**src/crb_cfg.svh**
```systemverilog
// crb_cfg.svh: register offsets, field positions, reset values and timing
// figures of the channel crossbar select block.
// assumes: included by bare name from the design files of this block.
`ifndef CRB_CFG_SVH
`define CRB_CFG_SVH

// ==========================================================
// register offsets (byte addresses on the config port)
`define CRB_ADDR_FAST 8'h00
`define CRB_ADDR_SIDE 8'h01
`define CRB_ADDR_TERM 8'h10
`define CRB_ADDR_PULSE_LO 8'h11
`define CRB_ADDR_PULSE_HI 8'h12

// ==========================================================
// reset values
`define CRB_RESET_FAST 8'h40
`define CRB_RESET_SIDE 8'h40
`define CRB_RESET_TERM 8'h01
`define CRB_RESET_PULSE 8'h00

// ==========================================================
// field positions inside the route config and termination registers
`define CRB_POS_ENABLE 6
`define CRB_POS_MODE_HI 5
`define CRB_POS_MODE_LO 4
`define CRB_POS_SEL_HI 3
`define CRB_POS_SEL_LO 0
`define CRB_POS_TERM 0

// ==========================================================
// timing
`define CRB_PULSE_TIME_MS 100
`define CRB_CLOCK_HZ 125000000

`endif

```
**src/crb_pkg.sv**
```systemverilog
// crb_pkg.sv: types shared by the channel crossbar select block.
// assumes: nothing beyond a SystemVerilog compiler.
`default_nettype none

package crb_pkg;

	// ==========================================================
	// bundling modes, code 11 is never stored
	typedef enum logic [1:0] {
		crb_mode_quad = 2'b00,
		crb_mode_dual = 2'b01,
		crb_mode_single = 2'b10,
		crb_mode_illegal = 2'b11
	} crb_mode_t;

	// ==========================================================
	// one route config register as stored
	typedef struct packed {
		logic enable;
		crb_mode_t mode;
		logic [3:0] sel;
	} crb_path_cfg_t;

	// one output lane: connected flag and channel index 0..15 (a0..d3)
	typedef struct packed {
		logic enable;
		logic [3:0] chan;
	} crb_route_t;

	// the four lanes of one switch, index 0 is lane 0
	typedef crb_route_t [3:0] crb_route_set_t;

endpackage

`default_nettype wire

```
**src/crb_pulse_timer.sv**
```systemverilog
// crb_pulse_timer.sv: retriggerable one-shot that holds active for a set
// number of clock cycles after each start pulse.
// assumes: start is a one-cycle pulse from logic on the same clock.
`default_nettype none

module crb_pulse_timer #(
	parameter int unsigned CYCLES = 12500000
) (
	input wire logic clock,
	input wire logic rst_b,
	input wire logic start,
	output logic active
);

	localparam int unsigned CW = $clog2(CYCLES + 1);
	localparam logic [CW-1:0] LOAD = CW'(CYCLES);

	logic [CW-1:0] remain;
	logic [CW-1:0] next_remain;
	logic next_active;

	// ==========================================================
	// countdown, a new start reloads the full time
	always_comb begin
		next_remain = remain;
		if (start) begin
			next_remain = LOAD;
		end else if (remain != '0) begin
			next_remain = remain - 1'b1;
		end
		next_active = (next_remain != '0);
	end

	always_ff @(posedge clock or negedge rst_b) begin
		if (!rst_b) begin
			remain <= '0;
			active <= 1'b0;
		end else begin
			remain <= next_remain;
			active <= next_active;
		end
	end

endmodule // crb_pulse_timer

`default_nettype wire

```
**src/crb_channel_crossbar_select.sv**
```systemverilog
// crb_channel_crossbar_select.sv: configuration registers and routing
// decode of a four-source crossbar, fast and side switches.
// assumes: the config port is driven by a host controller on the same
// clock; analog switches consume the registered route outputs.
`default_nettype none

`include "crb_cfg.svh"

module crb_channel_crossbar_select #(
	parameter int unsigned PULSE_CYCLES =
		(`CRB_CLOCK_HZ / 1000) * `CRB_PULSE_TIME_MS
) (
	input wire logic clock,
	input wire logic rst_b,
	input wire logic cfg_wr_en,
	input wire logic cfg_rd_en,
	input wire logic [7:0] cfg_addr,
	input wire logic [7:0] cfg_wr_data,
	output logic [7:0] cfg_rd_data,
	output crb_pkg::crb_route_set_t fast_route,
	output logic fast_standby,
	output crb_pkg::crb_route_set_t side_route,
	output logic [15:0] term_on
);

	// ==========================================================
	// reset images and register offsets
	localparam logic [7:0] FAST_RST = `CRB_RESET_FAST;
	localparam logic [7:0] SIDE_RST = `CRB_RESET_SIDE;
	localparam logic [7:0] TERM_RST = `CRB_RESET_TERM;
	localparam logic [7:0] PULSE_RST = `CRB_RESET_PULSE;
	localparam logic [7:0] ADDR_FAST = `CRB_ADDR_FAST;
	localparam logic [7:0] ADDR_SIDE = `CRB_ADDR_SIDE;
	localparam logic [7:0] ADDR_TERM = `CRB_ADDR_TERM;
	localparam logic [7:0] ADDR_PULSE_LO = `CRB_ADDR_PULSE_LO;
	localparam logic [7:0] ADDR_PULSE_HI = `CRB_ADDR_PULSE_HI;

	// ==========================================================
	// state
	crb_pkg::crb_path_cfg_t fast_cfg;
	crb_pkg::crb_path_cfg_t next_fast_cfg;
	crb_pkg::crb_path_cfg_t side_cfg;
	crb_pkg::crb_path_cfg_t next_side_cfg;
	logic term_enable;
	logic next_term_enable;
	logic [15:0] pulse_bits;
	logic [15:0] next_pulse_bits;
	logic [7:0] next_cfg_rd_data;
	crb_pkg::crb_route_set_t next_fast_route;
	crb_pkg::crb_route_set_t next_side_route;
	logic next_fast_standby;
	logic [15:0] next_term_on;
	logic source_change;
	logic pulse_active;
	logic [15:0] pulse_mask;

	// ==========================================================
	// decode helpers

	// store a written route byte, a mode code 11 keeps the old mode
	function automatic crb_pkg::crb_path_cfg_t store_cfg(
		input crb_pkg::crb_path_cfg_t old_cfg,
		input logic [7:0] data
	);
		crb_pkg::crb_path_cfg_t cfg;
		cfg = old_cfg;
		cfg.enable = data[`CRB_POS_ENABLE];
		cfg.sel = data[`CRB_POS_SEL_HI:`CRB_POS_SEL_LO];
		if (data[`CRB_POS_MODE_HI:`CRB_POS_MODE_LO] != 2'b11) begin
			cfg.mode = crb_pkg::crb_mode_t'(data[`CRB_POS_MODE_HI:`CRB_POS_MODE_LO]);
		end
		return cfg;
	endfunction

	// read image of a route register, bit 7 reads zero
	function automatic logic [7:0] cfg_image(input crb_pkg::crb_path_cfg_t cfg);
		return {1'b0, cfg};
	endfunction

	// fast switch lanes from its config
	function automatic crb_pkg::crb_route_set_t fast_decode(
		input crb_pkg::crb_path_cfg_t cfg
	);
		crb_pkg::crb_route_set_t set;
		set = '0;
		for (int i = 0; i < 4; i++) begin
			set[i].enable = cfg.enable;
			case (cfg.mode)
				crb_pkg::crb_mode_quad: begin
					set[i].chan = {cfg.sel[1:0], 2'(i)};
				end
				crb_pkg::crb_mode_dual: begin
					set[i].chan = {cfg.sel[2:0], (i > 1)};
				end
				crb_pkg::crb_mode_single: begin
					set[i].chan = cfg.sel;
				end
				default: begin
					set[i].chan = 4'h0;
				end
			endcase
		end
		return set;
	endfunction

	// side switch lines from its config
	function automatic crb_pkg::crb_route_set_t side_decode(
		input crb_pkg::crb_path_cfg_t cfg
	);
		crb_pkg::crb_route_set_t set;
		set = '0;
		for (int i = 0; i < 4; i++) begin
			set[i].enable = cfg.enable;
			case (cfg.mode)
				crb_pkg::crb_mode_quad: begin
					set[i].chan = {cfg.sel[1:0], 2'(i)};
				end
				crb_pkg::crb_mode_dual: begin
					// lines 1:0 from a or b, lines 3:2 from c or d
					set[i].chan = {(i > 1), cfg.sel[2], cfg.sel[1:0]};
				end
				crb_pkg::crb_mode_single: begin
					set[i].chan = cfg.sel;
				end
				default: begin
					set[i].chan = 4'h0;
				end
			endcase
		end
		return set;
	endfunction

	// pulse bits to channel order: b0..b3, a0..a3, c3..c0, d3..d0
	function automatic logic [15:0] pulse_to_chan(input logic [15:0] bits);
		logic [15:0] mask;
		mask = '0;
		for (int k = 0; k < 4; k++) begin
			mask[4 + k] = bits[k];
			mask[k] = bits[4 + k];
			mask[11 - k] = bits[8 + k];
			mask[15 - k] = bits[12 + k];
		end
		return mask;
	endfunction

	// channel indices only, used to spot a change of source
	function automatic logic [15:0] chan_image(input crb_pkg::crb_route_set_t set);
		logic [15:0] img;
		img = '0;
		for (int i = 0; i < 4; i++) begin
			img[4*i +: 4] = set[i].chan;
		end
		return img;
	endfunction

	// ==========================================================
	// register writes, each path stored on its own

	always_comb begin
		next_fast_cfg = fast_cfg;
		next_side_cfg = side_cfg;
		next_term_enable = term_enable;
		next_pulse_bits = pulse_bits;
		if (cfg_wr_en) begin
			case (cfg_addr)
				ADDR_FAST: begin
					next_fast_cfg = store_cfg(fast_cfg, cfg_wr_data);
				end
				ADDR_SIDE: begin
					next_side_cfg = store_cfg(side_cfg, cfg_wr_data);
				end
				ADDR_TERM: begin
					next_term_enable = cfg_wr_data[`CRB_POS_TERM];
				end
				ADDR_PULSE_LO: begin
					next_pulse_bits[7:0] = cfg_wr_data;
				end
				ADDR_PULSE_HI: begin
					next_pulse_bits[15:8] = cfg_wr_data;
				end
				default: begin
					next_pulse_bits = pulse_bits; // unmapped writes ignored
				end
			endcase
		end
	end

	always_ff @(posedge clock or negedge rst_b) begin
		if (!rst_b) begin
			fast_cfg <= FAST_RST[6:0];
			side_cfg <= SIDE_RST[6:0];
			term_enable <= TERM_RST[`CRB_POS_TERM];
			pulse_bits <= {PULSE_RST, PULSE_RST};
		end else begin
			fast_cfg <= next_fast_cfg;
			side_cfg <= next_side_cfg;
			term_enable <= next_term_enable;
			pulse_bits <= next_pulse_bits;
		end
	end

	// ==========================================================
	// register reads, data one cycle after the strobe

	always_comb begin
		next_cfg_rd_data = cfg_rd_data;
		if (cfg_rd_en) begin
			case (cfg_addr)
				ADDR_FAST: begin
					next_cfg_rd_data = cfg_image(fast_cfg);
				end
				ADDR_SIDE: begin
					next_cfg_rd_data = cfg_image(side_cfg);
				end
				ADDR_TERM: begin
					next_cfg_rd_data = {7'h00, term_enable};
				end
				ADDR_PULSE_LO: begin
					next_cfg_rd_data = pulse_bits[7:0];
				end
				ADDR_PULSE_HI: begin
					next_cfg_rd_data = pulse_bits[15:8];
				end
				default: begin
					next_cfg_rd_data = 8'h00; // unmapped reads zero
				end
			endcase
		end
	end

	always_ff @(posedge clock or negedge rst_b) begin
		if (!rst_b) begin
			cfg_rd_data <= 8'h00;
		end else begin
			cfg_rd_data <= next_cfg_rd_data;
		end
	end

	// ==========================================================
	// routing outputs, decoded from the values being written

	always_comb begin
		next_fast_route = fast_decode(next_fast_cfg);
		next_side_route = side_decode(next_side_cfg);
		next_fast_standby = ~next_fast_cfg.enable;
	end

	always_ff @(posedge clock or negedge rst_b) begin
		if (!rst_b) begin
			fast_route <= fast_decode(FAST_RST[6:0]);
			side_route <= side_decode(SIDE_RST[6:0]);
			fast_standby <= ~FAST_RST[`CRB_POS_ENABLE];
		end else begin
			fast_route <= next_fast_route;
			side_route <= next_side_route;
			fast_standby <= next_fast_standby;
		end
	end

	// ==========================================================
	// termination pulsing on a fast source change

	// a change of any lane's channel restarts the pulse
	always_comb begin
		source_change = (chan_image(next_fast_route) != chan_image(fast_route));
		pulse_mask = pulse_to_chan(pulse_bits);
	end

	crb_pulse_timer #(
		.CYCLES(PULSE_CYCLES)
	) u_pulse_timer (
		.clock(clock),
		.rst_b(rst_b),
		.start(source_change),
		.active(pulse_active)
	);

	// termination per input channel, pulsed channels drop while active
	always_comb begin
		next_term_on = 16'h0000;
		if (term_enable) begin
			next_term_on = ~(pulse_mask & {16{pulse_active}});
		end
	end

	always_ff @(posedge clock or negedge rst_b) begin
		if (!rst_b) begin
			term_on <= {16{TERM_RST[`CRB_POS_TERM]}};
		end else begin
			term_on <= next_term_on;
		end
	end

endmodule // crb_channel_crossbar_select

`default_nettype wire

```
**config.mk**
```make
export PLATFORM = sky130hd
export DESIGN_NAME = crb_channel_crossbar_select
export DESIGN_NICKNAME = d
export VERILOG_FILES = /design/src/crb_pkg.sv /design/src/crb_pulse_timer.sv /design/src/crb_channel_crossbar_select.sv
export VERILOG_INCLUDE_DIRS = /design/src /design/src/src
export SDC_FILE = /design/constraint.sdc
export NUM_CORES = 1
export LEC_CHECK = 0
export BUFFER_PORTS_ARGS = -buffer_cell sky130_fd_sc_hd__buf_2
export CAP_MARGIN = 20
export CELL_PAD_IN_SITES_DETAIL_PLACEMENT = 0
export CELL_PAD_IN_SITES_GLOBAL_PLACEMENT = 1
export CORE_ASPECT_RATIO = 0.6
export CORE_MARGIN = 1.5
export CORE_UTILIZATION = 44
export CTS_BUF_LIST = sky130_fd_sc_hd__clkbuf_8 sky130_fd_sc_hd__clkbuf_16
export DETAILED_ROUTE_END_ITERATION = 10
export GPL_ROUTABILITY_DRIVEN = 1
export PLACE_DENSITY_LB_ADDON = 0.1
export SLEW_MARGIN = 30
export SYNTH_ARGS = -nofsm -noshare
export SYNTH_HDL_FRONTEND = slang
export SYNTH_SLANG_ARGS = --single-unit
```
**constraint.sdc**
```tcl
create_clock -name clock -period 3.2 [get_ports clock]
set_input_delay 0.8 -clock clock [delete_from_list [all_inputs] [get_ports clock]]
set_output_delay 0.8 -clock clock [all_outputs]
set_load 0.05 [all_outputs]
```
---- Yosys cells after proc, flatten, opt, wreduce, memory -nomap -nowiden ----
Cells that the tools add are included.
cells by class
  eq/ne operators ......................... 10
  muxes and demuxes ....................... 18
  bitwise gates (word level) .............. 3
  reduce and logical (&&, ||, !) cells .... 9
  add/sub/neg operators ................... 1
operators by type and width
  kind                                                                   number
  4-bit one-hot mux with 3 select lines                                  8
  24-bit 2-to-1 mux                                                      2
  24-bit nonzero test                                                    2
  8-bit one-hot mux with 5 select lines                                  1
  8-bit by 5-bit == test with 1-bit output (second input constant)       3
  24-bit by 1-bit subtractor with 24-bit output (second input constant)  1
  16-bit AND                                                             1
  16-bit 2-to-1 mux                                                      1
  16-bit inequality test                                                 1
  16-bit NOT                                                             1
  7-bit 2-to-1 mux                                                       2
  6-bit 2-to-1 mux                                                       2
  8-bit by 1-bit == test with 1-bit output (second input constant)       1
  8-bit zero test                                                        1
  2-bit AND reduction                                                    4
  2-bit by 1-bit == test with 1-bit output (second input constant)       2
  2-bit == test (second input constant)                                  2
  2-bit zero test                                                        2
  2-bit 2-to-1 mux                                                       2
  2-bit inequality test (second input constant)                          1
  1-bit NOT                                                              1
word-level totals
  logic and storage cells ................. 63
  input port bits ......................... 20
  flip-flop bits (word level) ............. 113

---- Longest topological paths before layout ----
Gate-level depths: netlist of run 1.
  depth in word-level cells ............... 9
  mapped depth ............................ 10
  depth with buffers taken out ............ 9

---- Hierarchy ----
From an unflattened synthesis of run 1, not the netlist that was laid out.
second synthesis, totals
  cell total of the unflattened synthesis .. 428
  area, all modules ....................... 4703.3 um^2
by module, submodules not included
  module                       area each (um^2)  times used  seq. area each (um^2)  cells an instance
  crb_channel_crossbar_select  3209.3            1           1806.7                 262
  crb_pulse_timer              1493.9            1           625.6                  166

---- Least setup slack after synthesis of run 1 ----
No wires, ideal clock.
  path kind ............................... input port to flip-flop
  start ................................... input port cfg_addr[0]
  end ..................................... register u_pulse_timer.remain[13]
  setup slack ............................. -0.182 ns
  cell stages on the path ................. 9
  arrival time ............................ 3.251 ns
  path buffers ............................ 2
  data required time ...................... 3.069 ns
  cells stage by stage .................... or4_1 buf_2 or4_4 and2_4 buf_6 o32a_4 a21boi_2 o211ai_2 or3_1
RTL lines
  what                  line                               source
  from (decl)           crb_channel_crossbar_select.sv:17  input wire logic [7:0] cfg_addr,
  to (signal assigned)  crb_pulse_timer.sv:39              remain <= next_remain;
  to (decl)             crb_pulse_timer.sv:18              logic [CW-1:0] remain;

---- Worst setup path after layout of run 1 ----
  start ................................... input port cfg_addr[0]
  end ..................................... register u_pulse_timer.remain[3]
on the way
  longest elaborated chain between the ends .. 7
  elaborated cells between the ends (all ways) .. 12
  classes of those cells .................. eq/ne (3); mux (7); reduce/logical (2)
RTL lines
  what                                   line                                source
  8-bit zero test *                      crb_channel_crossbar_select.sv:165  case (cfg_addr)
  7-bit 2-to-1 mux *                     crb_channel_crossbar_select.sv:165
  7-bit 2-to-1 mux *                     crb_channel_crossbar_select.sv:164  if (cfg_wr_en) begin
  2-bit == test (tied with other cells)  crb_channel_crossbar_select.sv:88   case (cfg.mode)
  4-bit one-hot mux with 3 select lines  crb_channel_crossbar_select.sv:88
  16-bit inequality test *               crb_channel_crossbar_select.sv:265  source_change = (chan_image(next_fast_route) != chan_image(fast_route));
  24-bit 2-to-1 mux *                    crb_pulse_timer.sv:26               if (start) begin
  net u_pulse_timer.next_remain[3]       crb_pulse_timer.sv:19               logic [CW-1:0] next_remain;
Mark *: on every way through the listed nets, which the timed path passes. The rest lies on a longest branch.
A chain may end at the register's enable or synchronous reset.

==> metrics.md, run 1 <==
| Metric | Value |
|---|---|
| Required time of the critical path | `3410 ps` |
| Leading cell types in the layout, fill and taps excluded | `buf_2, dfrtp_1, buf_4, dfstp_2, nor2_1` |
| Post-synth EDFFs | `0` |
| Vias per cell | `5.58` |
| Switching pwr | `1080 uW` |
| Slew HR | `around 60%` |
| Predominant post-synthesis flop cell | `dfrtp_1` |
| Comb power frac | `25.2%` |
| GRT Overall Usage | `a little under a quarter` |
| Minimum clock period | `3050 ps` |
| Slew Viols, Final | `0` |
| Crit end category | `flop` |
| Worst path most repeated cell | `or4_4` |
| First-pass GRT wire length | `approximately 21 mm` |
| Wire length per cell | `19.0 um` |
| Num CTS Buffers | `9` |
| DRT iter0 DRCs | `approximately 400` |
| DR vias | `between 3000 and 4000` |
| Status | `complete, no violations` |
| Setup WS post-layout | `about 150 ps` |
| Hpwl dp | `~10 mm` |
| Cell Area, Synth | `4820 um^2` |
| WS Path Type | `in -> reg` |
| Reg2Reg Depth | `9` |
| Top-area cell type share of the netlist area | `between 30% and 40%` |
| I/O Buffers | `84` |
| Clock sinks | `96` |
| Row cnt | `29` |
| Final instance area | `approximately 6000 um^2` |
| First-pass DRT Iterations | `5` |
| Leading area contributor after synthesis | `dfrtp_1` |
| Cells after Synth | `445` |
| Clock network power share | `about a third` |
| Initial Util | `between 40% and 50%` |
| Post-synthesis sequential area ratio | `about 50%` |
| Die Ht | `roughly 84 um` |
| Vias in the first global route | `between 3000 and 4000` |
| Post-route DRC | `0` |
| Die width | `138 um` |
| Slowest CP cell | `or4_4` |
| Clk_lat worst skew | `around 350 ps` |
| CTS tree | `done` |
| Critical Path, Cell by Cell | `buf_2 > or4_4 > or4_4 > and2_4 > o32a_4 > and3b_1 > o211ai_2 > buf_4 > nor3_1` |
| Max IR drop VDD | `~370 uV` |
| Critical path fanouts, max | `8` |
| Max incr delay on CP | `just under 600 ps` |
| Tcrit/Tclk final | `a little over nine tenths` |
| RSZ-0062 raised after global routing | `false` |
| Sequential share of power | `~43%` |
| Routed Antenna Nets | `0` |
| Place WS | `-338 ps` |
| Clock Path Buffers | `2` |
| N_diodes | `0` |
| Clk slew on worst S/H paths | `~70 ps` |
| Leak | `about 0.0027 uW` |
| Cell Pwr Density | `between 500 and 600 nW/um^2` |
| Top cells by area, synth | `dfrtp_1, dfstp_2, mux2_2` |
| Hold buffer count at CTS | `0` |
| Detailed Route WL | `13.3 mm` |
| Max Cap Viol | `0` |
| Switch share | `roughly 33%` |
| Hold depth | `1` |
| CTS root buf | `clkbuf_16` |
| Total core area | `roughly 11000 um^2` |
| # fillers | `roughly 960` |
| Critical Path AT | `between 3000 and 4000 ps` |
| Min-delay worst type | `reg -> reg` |
| Crit start category | `input port` |
| Setup TNS Final | `0 ps` |
| Int Power | `2160 uW` |
| Worst Skew | `roughly 7.2 ps` |
| # IOs | `85` |
| Largest net degree at the start of global routing | `45` |
| #FFs+latches synth | `96` |
| Post-Syn Nets | `approximately 470` |
| Netlist cell types | `a little under 60` |
| Nets | `between 500 and 600` |
| Tightest Pin Transition | `600 ps` |
| Overflow after GRT | `0` |
| Flip-flop and latch area | `~2400 um^2` |
| Ys async rst share | `100%` |
| Clock H-tree levels | `3` |
| Area grow syn2layout | `23.9%` |
| Commonest non-fill, non-tap cell in the layout | `buf_2` |
| Average size of a mapped cell | `roughly 11 um^2` |
| Initial antenna violation count | `0` |
| Die area | `between 10000 and 15000 um^2` |
| Layout cells sized above 1 | `about two fifths` |
| FMAX | `328 MHz` |
| Placer Congestion | `around 0.97` |
| Synth warn | `0` |
| Post-DP Area | `5670 um^2` |
| Final setup vio count | `0` |
| Multi-input logic area | `around 2100 um^2` |
| Final Hold Fails | `0` |
[worst paths after layout]
check	from	endpoint	slack (ps)
max	cfg_addr[0]	u_pulse_timer.remain[3]$_DFF_PN0_	150
min	pulse_bits[12]$_DFFE_PN0P_	term_on[15]$_DFF_PN1_	450
min reg2reg	pulse_bits[12]$_DFFE_PN0P_	term_on[15]$_DFF_PN1_	450
max reg2reg	u_pulse_timer.remain[0]$_DFF_PN0_	u_pulse_timer.active$_DFF_PN0_	460
min in group asynchronous	rst_b	pulse_bits[7]$_DFFE_PN0P_	460
max in group asynchronous	rst_b	fast_route[16]$_DFF_PN1_	2010
[layer usage]
layer | track usage, % | part of all wire (%) | vias up
li1 | - | - | 1839
met1 | 39.1 | 54 | 1916
met2 | 28.8 | 36 | 152
met3 | 8.26 | 9.2 | 7
met4 | 5.45 | 0.71 | 0
met5 | 0 | 0 | -
[cell usage after synthesis, types with 3 or more instances]
| cell | number |
|---|---|
| and2_1 | 5 |
| buf_6 | 3 |
| o211ai_1 | 3 |
| nor4_1 | 14 |
| or4_1 | 4 |
| mux2_2 | 21 |
| buf_2 | 3 |
| xnor2_1 | 15 |
| a22o_1 | 6 |
| nor2b_1 | 3 |
| nor3_1 | 18 |
| a21boi_0 | 19 |
| nor2_1 | 23 |
| mux2i_1 | 9 |
| nand3_1 | 15 |
| nand2b_1 | 4 |
| dfrtp_1 | 72 |
| a21oi_1 | 5 |
| o31ai_1 | 3 |
| a32oi_1 | 3 |
| nand3b_1 | 3 |
| nand4_1 | 12 |
| o21ai_0 | 10 |
| a221oi_1 | 6 |
| xor2_1 | 10 |
| a211oi_1 | 4 |
| nand2_1 | 20 |
| buf_4 | 25 |
| dfstp_2 | 24 |
| inv_1 | 22 |
| or3_1 | 6 |
| o22ai_1 | 10 |
| clkbuf_1 | 8 |
[registers in the layout, summed over array words and instances (netlist names)]
signal	cells
u_pulse_timer.remain	24
pulse_bits	16
term_on	16
fast_route	9
cfg_rd_data	8
side_route	8
fast_cfg	6
side_cfg	6
fast_standby	1
term_enable	1
u_pulse_timer.active	1
[repair_timing]
| action | in CTS | in global routing |
|---|---|---|
| setup endpoints to repair | 0 | 25 |
| setup buffers | 0 | 0 |
| resized for setup | 0 | 5 |
[worst max-delay path, delay by kind of cell]
| kind | cells | cell delay (ps) |
|---|---|---|
| and+or+nand+nor | 5 | 1610 |
| AOI/OAI and AO/OA | 2 | 550 |
| buffers and inverters | 2 | 300 |
[power by group through the flow]
stage	clock, uW	sequential (uW)	combinational (uW)
after floorplan	0	1470	477
final	1030	1400	819
after global routing	1110	1410	885
after detailed placement	0	1420	806
after CTS	1060	1400	809
after global placement	0	1420	798
[cells by family (layout without fill, tap and decap cells)]
kind of cell / Yosys count / count (layout) / share of synthesized area (%)
and+or+nand+nor: 141 / 141 / 16.3
DFF: 96 / 96 / 50.4
AOI/OAI and AO/OA: 88 / 88 / 14.0
buffers and inverters: 63 / 180 / 7.39
muxes: 30 / 30 / 6.77
xor gates and xnor gates: 25 / 25 / 4.54
adders and majority gates: 2 / 2 / 0.519
[through the flow]
step / total power [uW] / utilization, % / hold WS, ps / std cells
finish: 3250 / 56.2 / 449 / 701
global route: 3410 / 56.2 / 465 / 701
CTS: 3260 / 56.0 / 448 / 701
global placement: 2210 / 53.3 / 433 / 685
floorplan: 1950 / - / 413 / 445
detailed placement: 2220 / 53.3 / 439 / 685
[final cells by class]
cell class	instances	share of cell area (%)
clock buffer	9	3.77
clock inverter	7	1.01
inverter	22	1.38
multi-input combinational	286	35.4
sequential	96	40.7
tap	139	2.91
timing repair buffer	142	14.8
Note: power is estimated with default switching activity, not from simulation.
==> run 2, diff against run 1 <==
--- a/config.mk
+++ b/config.mk
@@ -10,7 +10,6 @@
 export CAP_MARGIN = 20
 export CELL_PAD_IN_SITES_DETAIL_PLACEMENT = 0
 export CELL_PAD_IN_SITES_GLOBAL_PLACEMENT = 1
-export CORE_ASPECT_RATIO = 0.6
 export CORE_MARGIN = 1.5
 export CORE_UTILIZATION = 44
 export CTS_BUF_LIST = sky130_fd_sc_hd__clkbuf_8 sky130_fd_sc_hd__clkbuf_16
==> metrics.md, run 2 (synthesis results as in run 1) <==
| Metric | Value |
|---|---|
| M1 GR Usage | `29.3% (-9.8 points)` |
| Total core area | `10700 um^2 (+1.1%)` |
| Post-route DRC | `0 (unchanged)` |
| Placer Congestion | `0.878 (-9.1%)` |
| Cell Pwr Density | `500 nW/um^2 (-8.0%)` |
| CTS root buf | `clkbuf_8` |
| FMAX | `330 MHz (+0.87%)` |
| Hpwl dp | `8.66 mm (-15%)` |
| Total setup buffers inserted after CTS | `0 (unchanged)` |
| Critical Path AT | `3290 ps (+30 ps)` |
| Clock sinks | `96 (unchanged)` |
| Die area | `11600 um^2 (-0.18%)` |
| Crit start category | `input port` |
| Die Ht | `108 um (+28%)` |
| Max reg flops | `24 (unchanged)` |
| GRT Overall Usage | `21.4% (-2.4 points)` |
| Critical Path, Cell by Cell | `buf_2 > or4_1 > buf_4 > o32a_1 > a211oi_2 > nand2_1 > a211oi_1 > o211ai_2 > buf_4 > a2111oi_2` |
| Status | `complete, no violations` |
| Met3 usage | `3.57% (-4.7 points)` |
| RSZ-0062 raised after global routing | `false` |
| Worst Skew | `7.35 ps (+0.179 ps)` |
| Tightest Pin Transition | `535 ps (-64.4 ps)` |
| CP Launch Point | `cfg_addr[5]` |
| # IOs | `85 (unchanged)` |
| Vias per cell | `5.40 (-3.3%)` |
| Crit end category | `flop` |
| Clk slew on worst S/H paths | `100 ps (+30 ps)` |
| Setup WS post-layout | `173 ps (+26.3 ps)` |
| Nets | `573 (-1.0%)` |
| Routed Antenna Nets | `0 (unchanged)` |
| Slew Viols, Final | `0 (unchanged)` |
| DR vias | `3759 (-4.0%)` |
| Place WS | `-328 ps (+10.1 ps)` |
| Row cnt | `38 (+31%)` |
| Num CTS Buffers | `9 (unchanged)` |
| R2R Path Start | `u_pulse_timer.remain[2]$_DFF_PN0_` |
| Reg2Reg Depth | `7 (-2)` |
| First-pass GRT wire length | `19.2 mm (-9.2%)` |
| Most used routing layer in global routing | `met2` |
| Worst path most repeated cell | `buf_4` |
| Leading cell types in the layout, fill and taps excluded | `buf_2, dfrtp_1, buf_4, dfstp_2` |
| N_diodes | `0 (unchanged)` |
| Commonest non-fill, non-tap cell in the layout | `buf_2` |
| Area grow syn2layout | `20.8%` |
| Final Util | `54.2% (-2.0 points)` |
| Clock H-tree levels | `3 (unchanged)` |
| CTS tree | `done` |
| Slowest CP cell | `or4_1` |
| Max Cap Viol | `0 (unchanged)` |
| Worst r2r dst | `u_pulse_timer.active$_DFF_PN0_` |
| Max incr delay on CP | `510 ps (-80 ps)` |
| Final setup vio count | `0 (unchanged)` |
| Slew HR | `64.3% (+4.3 points)` |
| Detailed Route WL | `11.8 mm (-11%)` |
| Max IR drop VDD | `292 uV (-21%)` |
| Critical path fanouts, max | `12 (+4)` |
| Min-delay worst type | `in -> async` |
| Grt met2 use | `35.2% (+6.4 points)` |
| Minimum clock period | `3030 ps (-26.3 ps)` |
| Critical path destination | `u_pulse_timer.remain[1]$_DFF_PN0_` |
| Flop2flop setup slack | `370 ps (-90 ps)` |
| Largest regs | `u_pulse_timer.remain x24, pulse_bits x16, term_on x16` |
| Top reg by flops | `u_pulse_timer.remain` |
| Leak | `0.00266 uW (-3.2%)` |
| Tcrit/Tclk final | `94.6% (-0.82 points)` |
| Vias in the first global route | `3691 (-1.5%)` |
| Initial antenna violation count | `0 (unchanged)` |
| Final Hold Fails | `0 (unchanged)` |
| Largest net degree at the start of global routing | `58 (+29%)` |
| Required time of the critical path | `3470 ps (+60 ps)` |
| Clock Path Buffers | `2 (unchanged)` |
| Setup TNS Final | `0 ps (unchanged)` |
| DRT iter0 DRCs | `150 (-62%)` |
| WS Path Type | `in -> reg` |
| Clk_lat worst skew | `370 ps (+20 ps)` |
| Layout cells sized above 1 | `40.8% (-0.63 points)` |
| Die width | `108 um (-22%)` |
| I/O Buffers | `84 (unchanged)` |
| Wire length per cell | `17.0 um (-11%)` |
| Overflow after GRT | `0 (unchanged)` |
| Initial Util | `44.9% (-0.48 points)` |
| First-pass DRT Iterations | `4 (-1)` |
run 2: cell types whose count changed in the layout (fill, tap and decap cells not counted), sizes merged:
| cell | delta |
|---|---|
| buf | -6 |
| clkinv | -1 |
| clkinvlp | +1 |
run 2: area by class of cell:
| type | count | area (um^2) |
|---|---|---|
| clock inverter | 7 | 61.3 |
| inverter | 22 | 82.6 |
| fill | 999 | 4920 |
| tap | 140 | 175 |
| clock buffer | 9 | 124 |
| sequential | 96 | 2430 |
| multi-input combinational | 286 | 2110 |
| timing repair buffer | 136 | 838 |
run 2: worst min path at each step:
| stage | to | slack, ps | cells after the start |
|---|---|---|---|
| global placement | term_on[3]$_DFF_PN1_ | 440 | 1 |
| global route | u_pulse_timer.remain[11]$_DFF_PN0_ | 420 | 1 |
| floorplan | term_on[11]$_DFF_PN1_ | 410 | 1 |
| finish | u_pulse_timer.remain[11]$_DFF_PN0_ | 400 | 1 |
| detailed placement | term_on[13]$_DFF_PN1_ | 430 | 1 |
| CTS | u_pulse_timer.remain[11]$_DFF_PN0_ | 390 | 1 |
run 2: timing repair:
action	in CTS	in global routing
endpoints found under the setup margin	0	3
gates resized for setup	0	4
hold buffers	0	0
run 2: critical path: cells and delay by family:
| family | cells | cell delay, ps |
|---|---|---|
| compound gates | 5 | 1380 |
| buf+inv | 3 | 500 |
| simple gates | 2 | 610 |
run 2: where the power goes:
part	internal (uW)	total, uW	switching (uW)
registers	1310	1390	85.9
clock network	299	760	462
logic	291	759	468
run 2: per-stage QoR:
step | power, uW | hold WS [ps] | instance area [um^2] | std cells
after floorplan | 1950 | 413 | 4890 | 445
after global placement | 2170 | 442 | 5620 | 680
after detailed placement | 2170 | 432 | 5620 | 680
after CTS | 2950 | 394 | 5810 | 696
after global routing | 3070 | 418 | 5820 | 696
final | 2910 | 397 | 5820 | 696
run 2: metal layers:
layer  wire length, um  share of wire, %  vias to the layer above
met5                 0                 0                        -
met4               132               1.1                        0
met3               358               3.0                       12
met2              5830                49                       64
met1              5510                47                     1872
li1                  -                 -                     1811
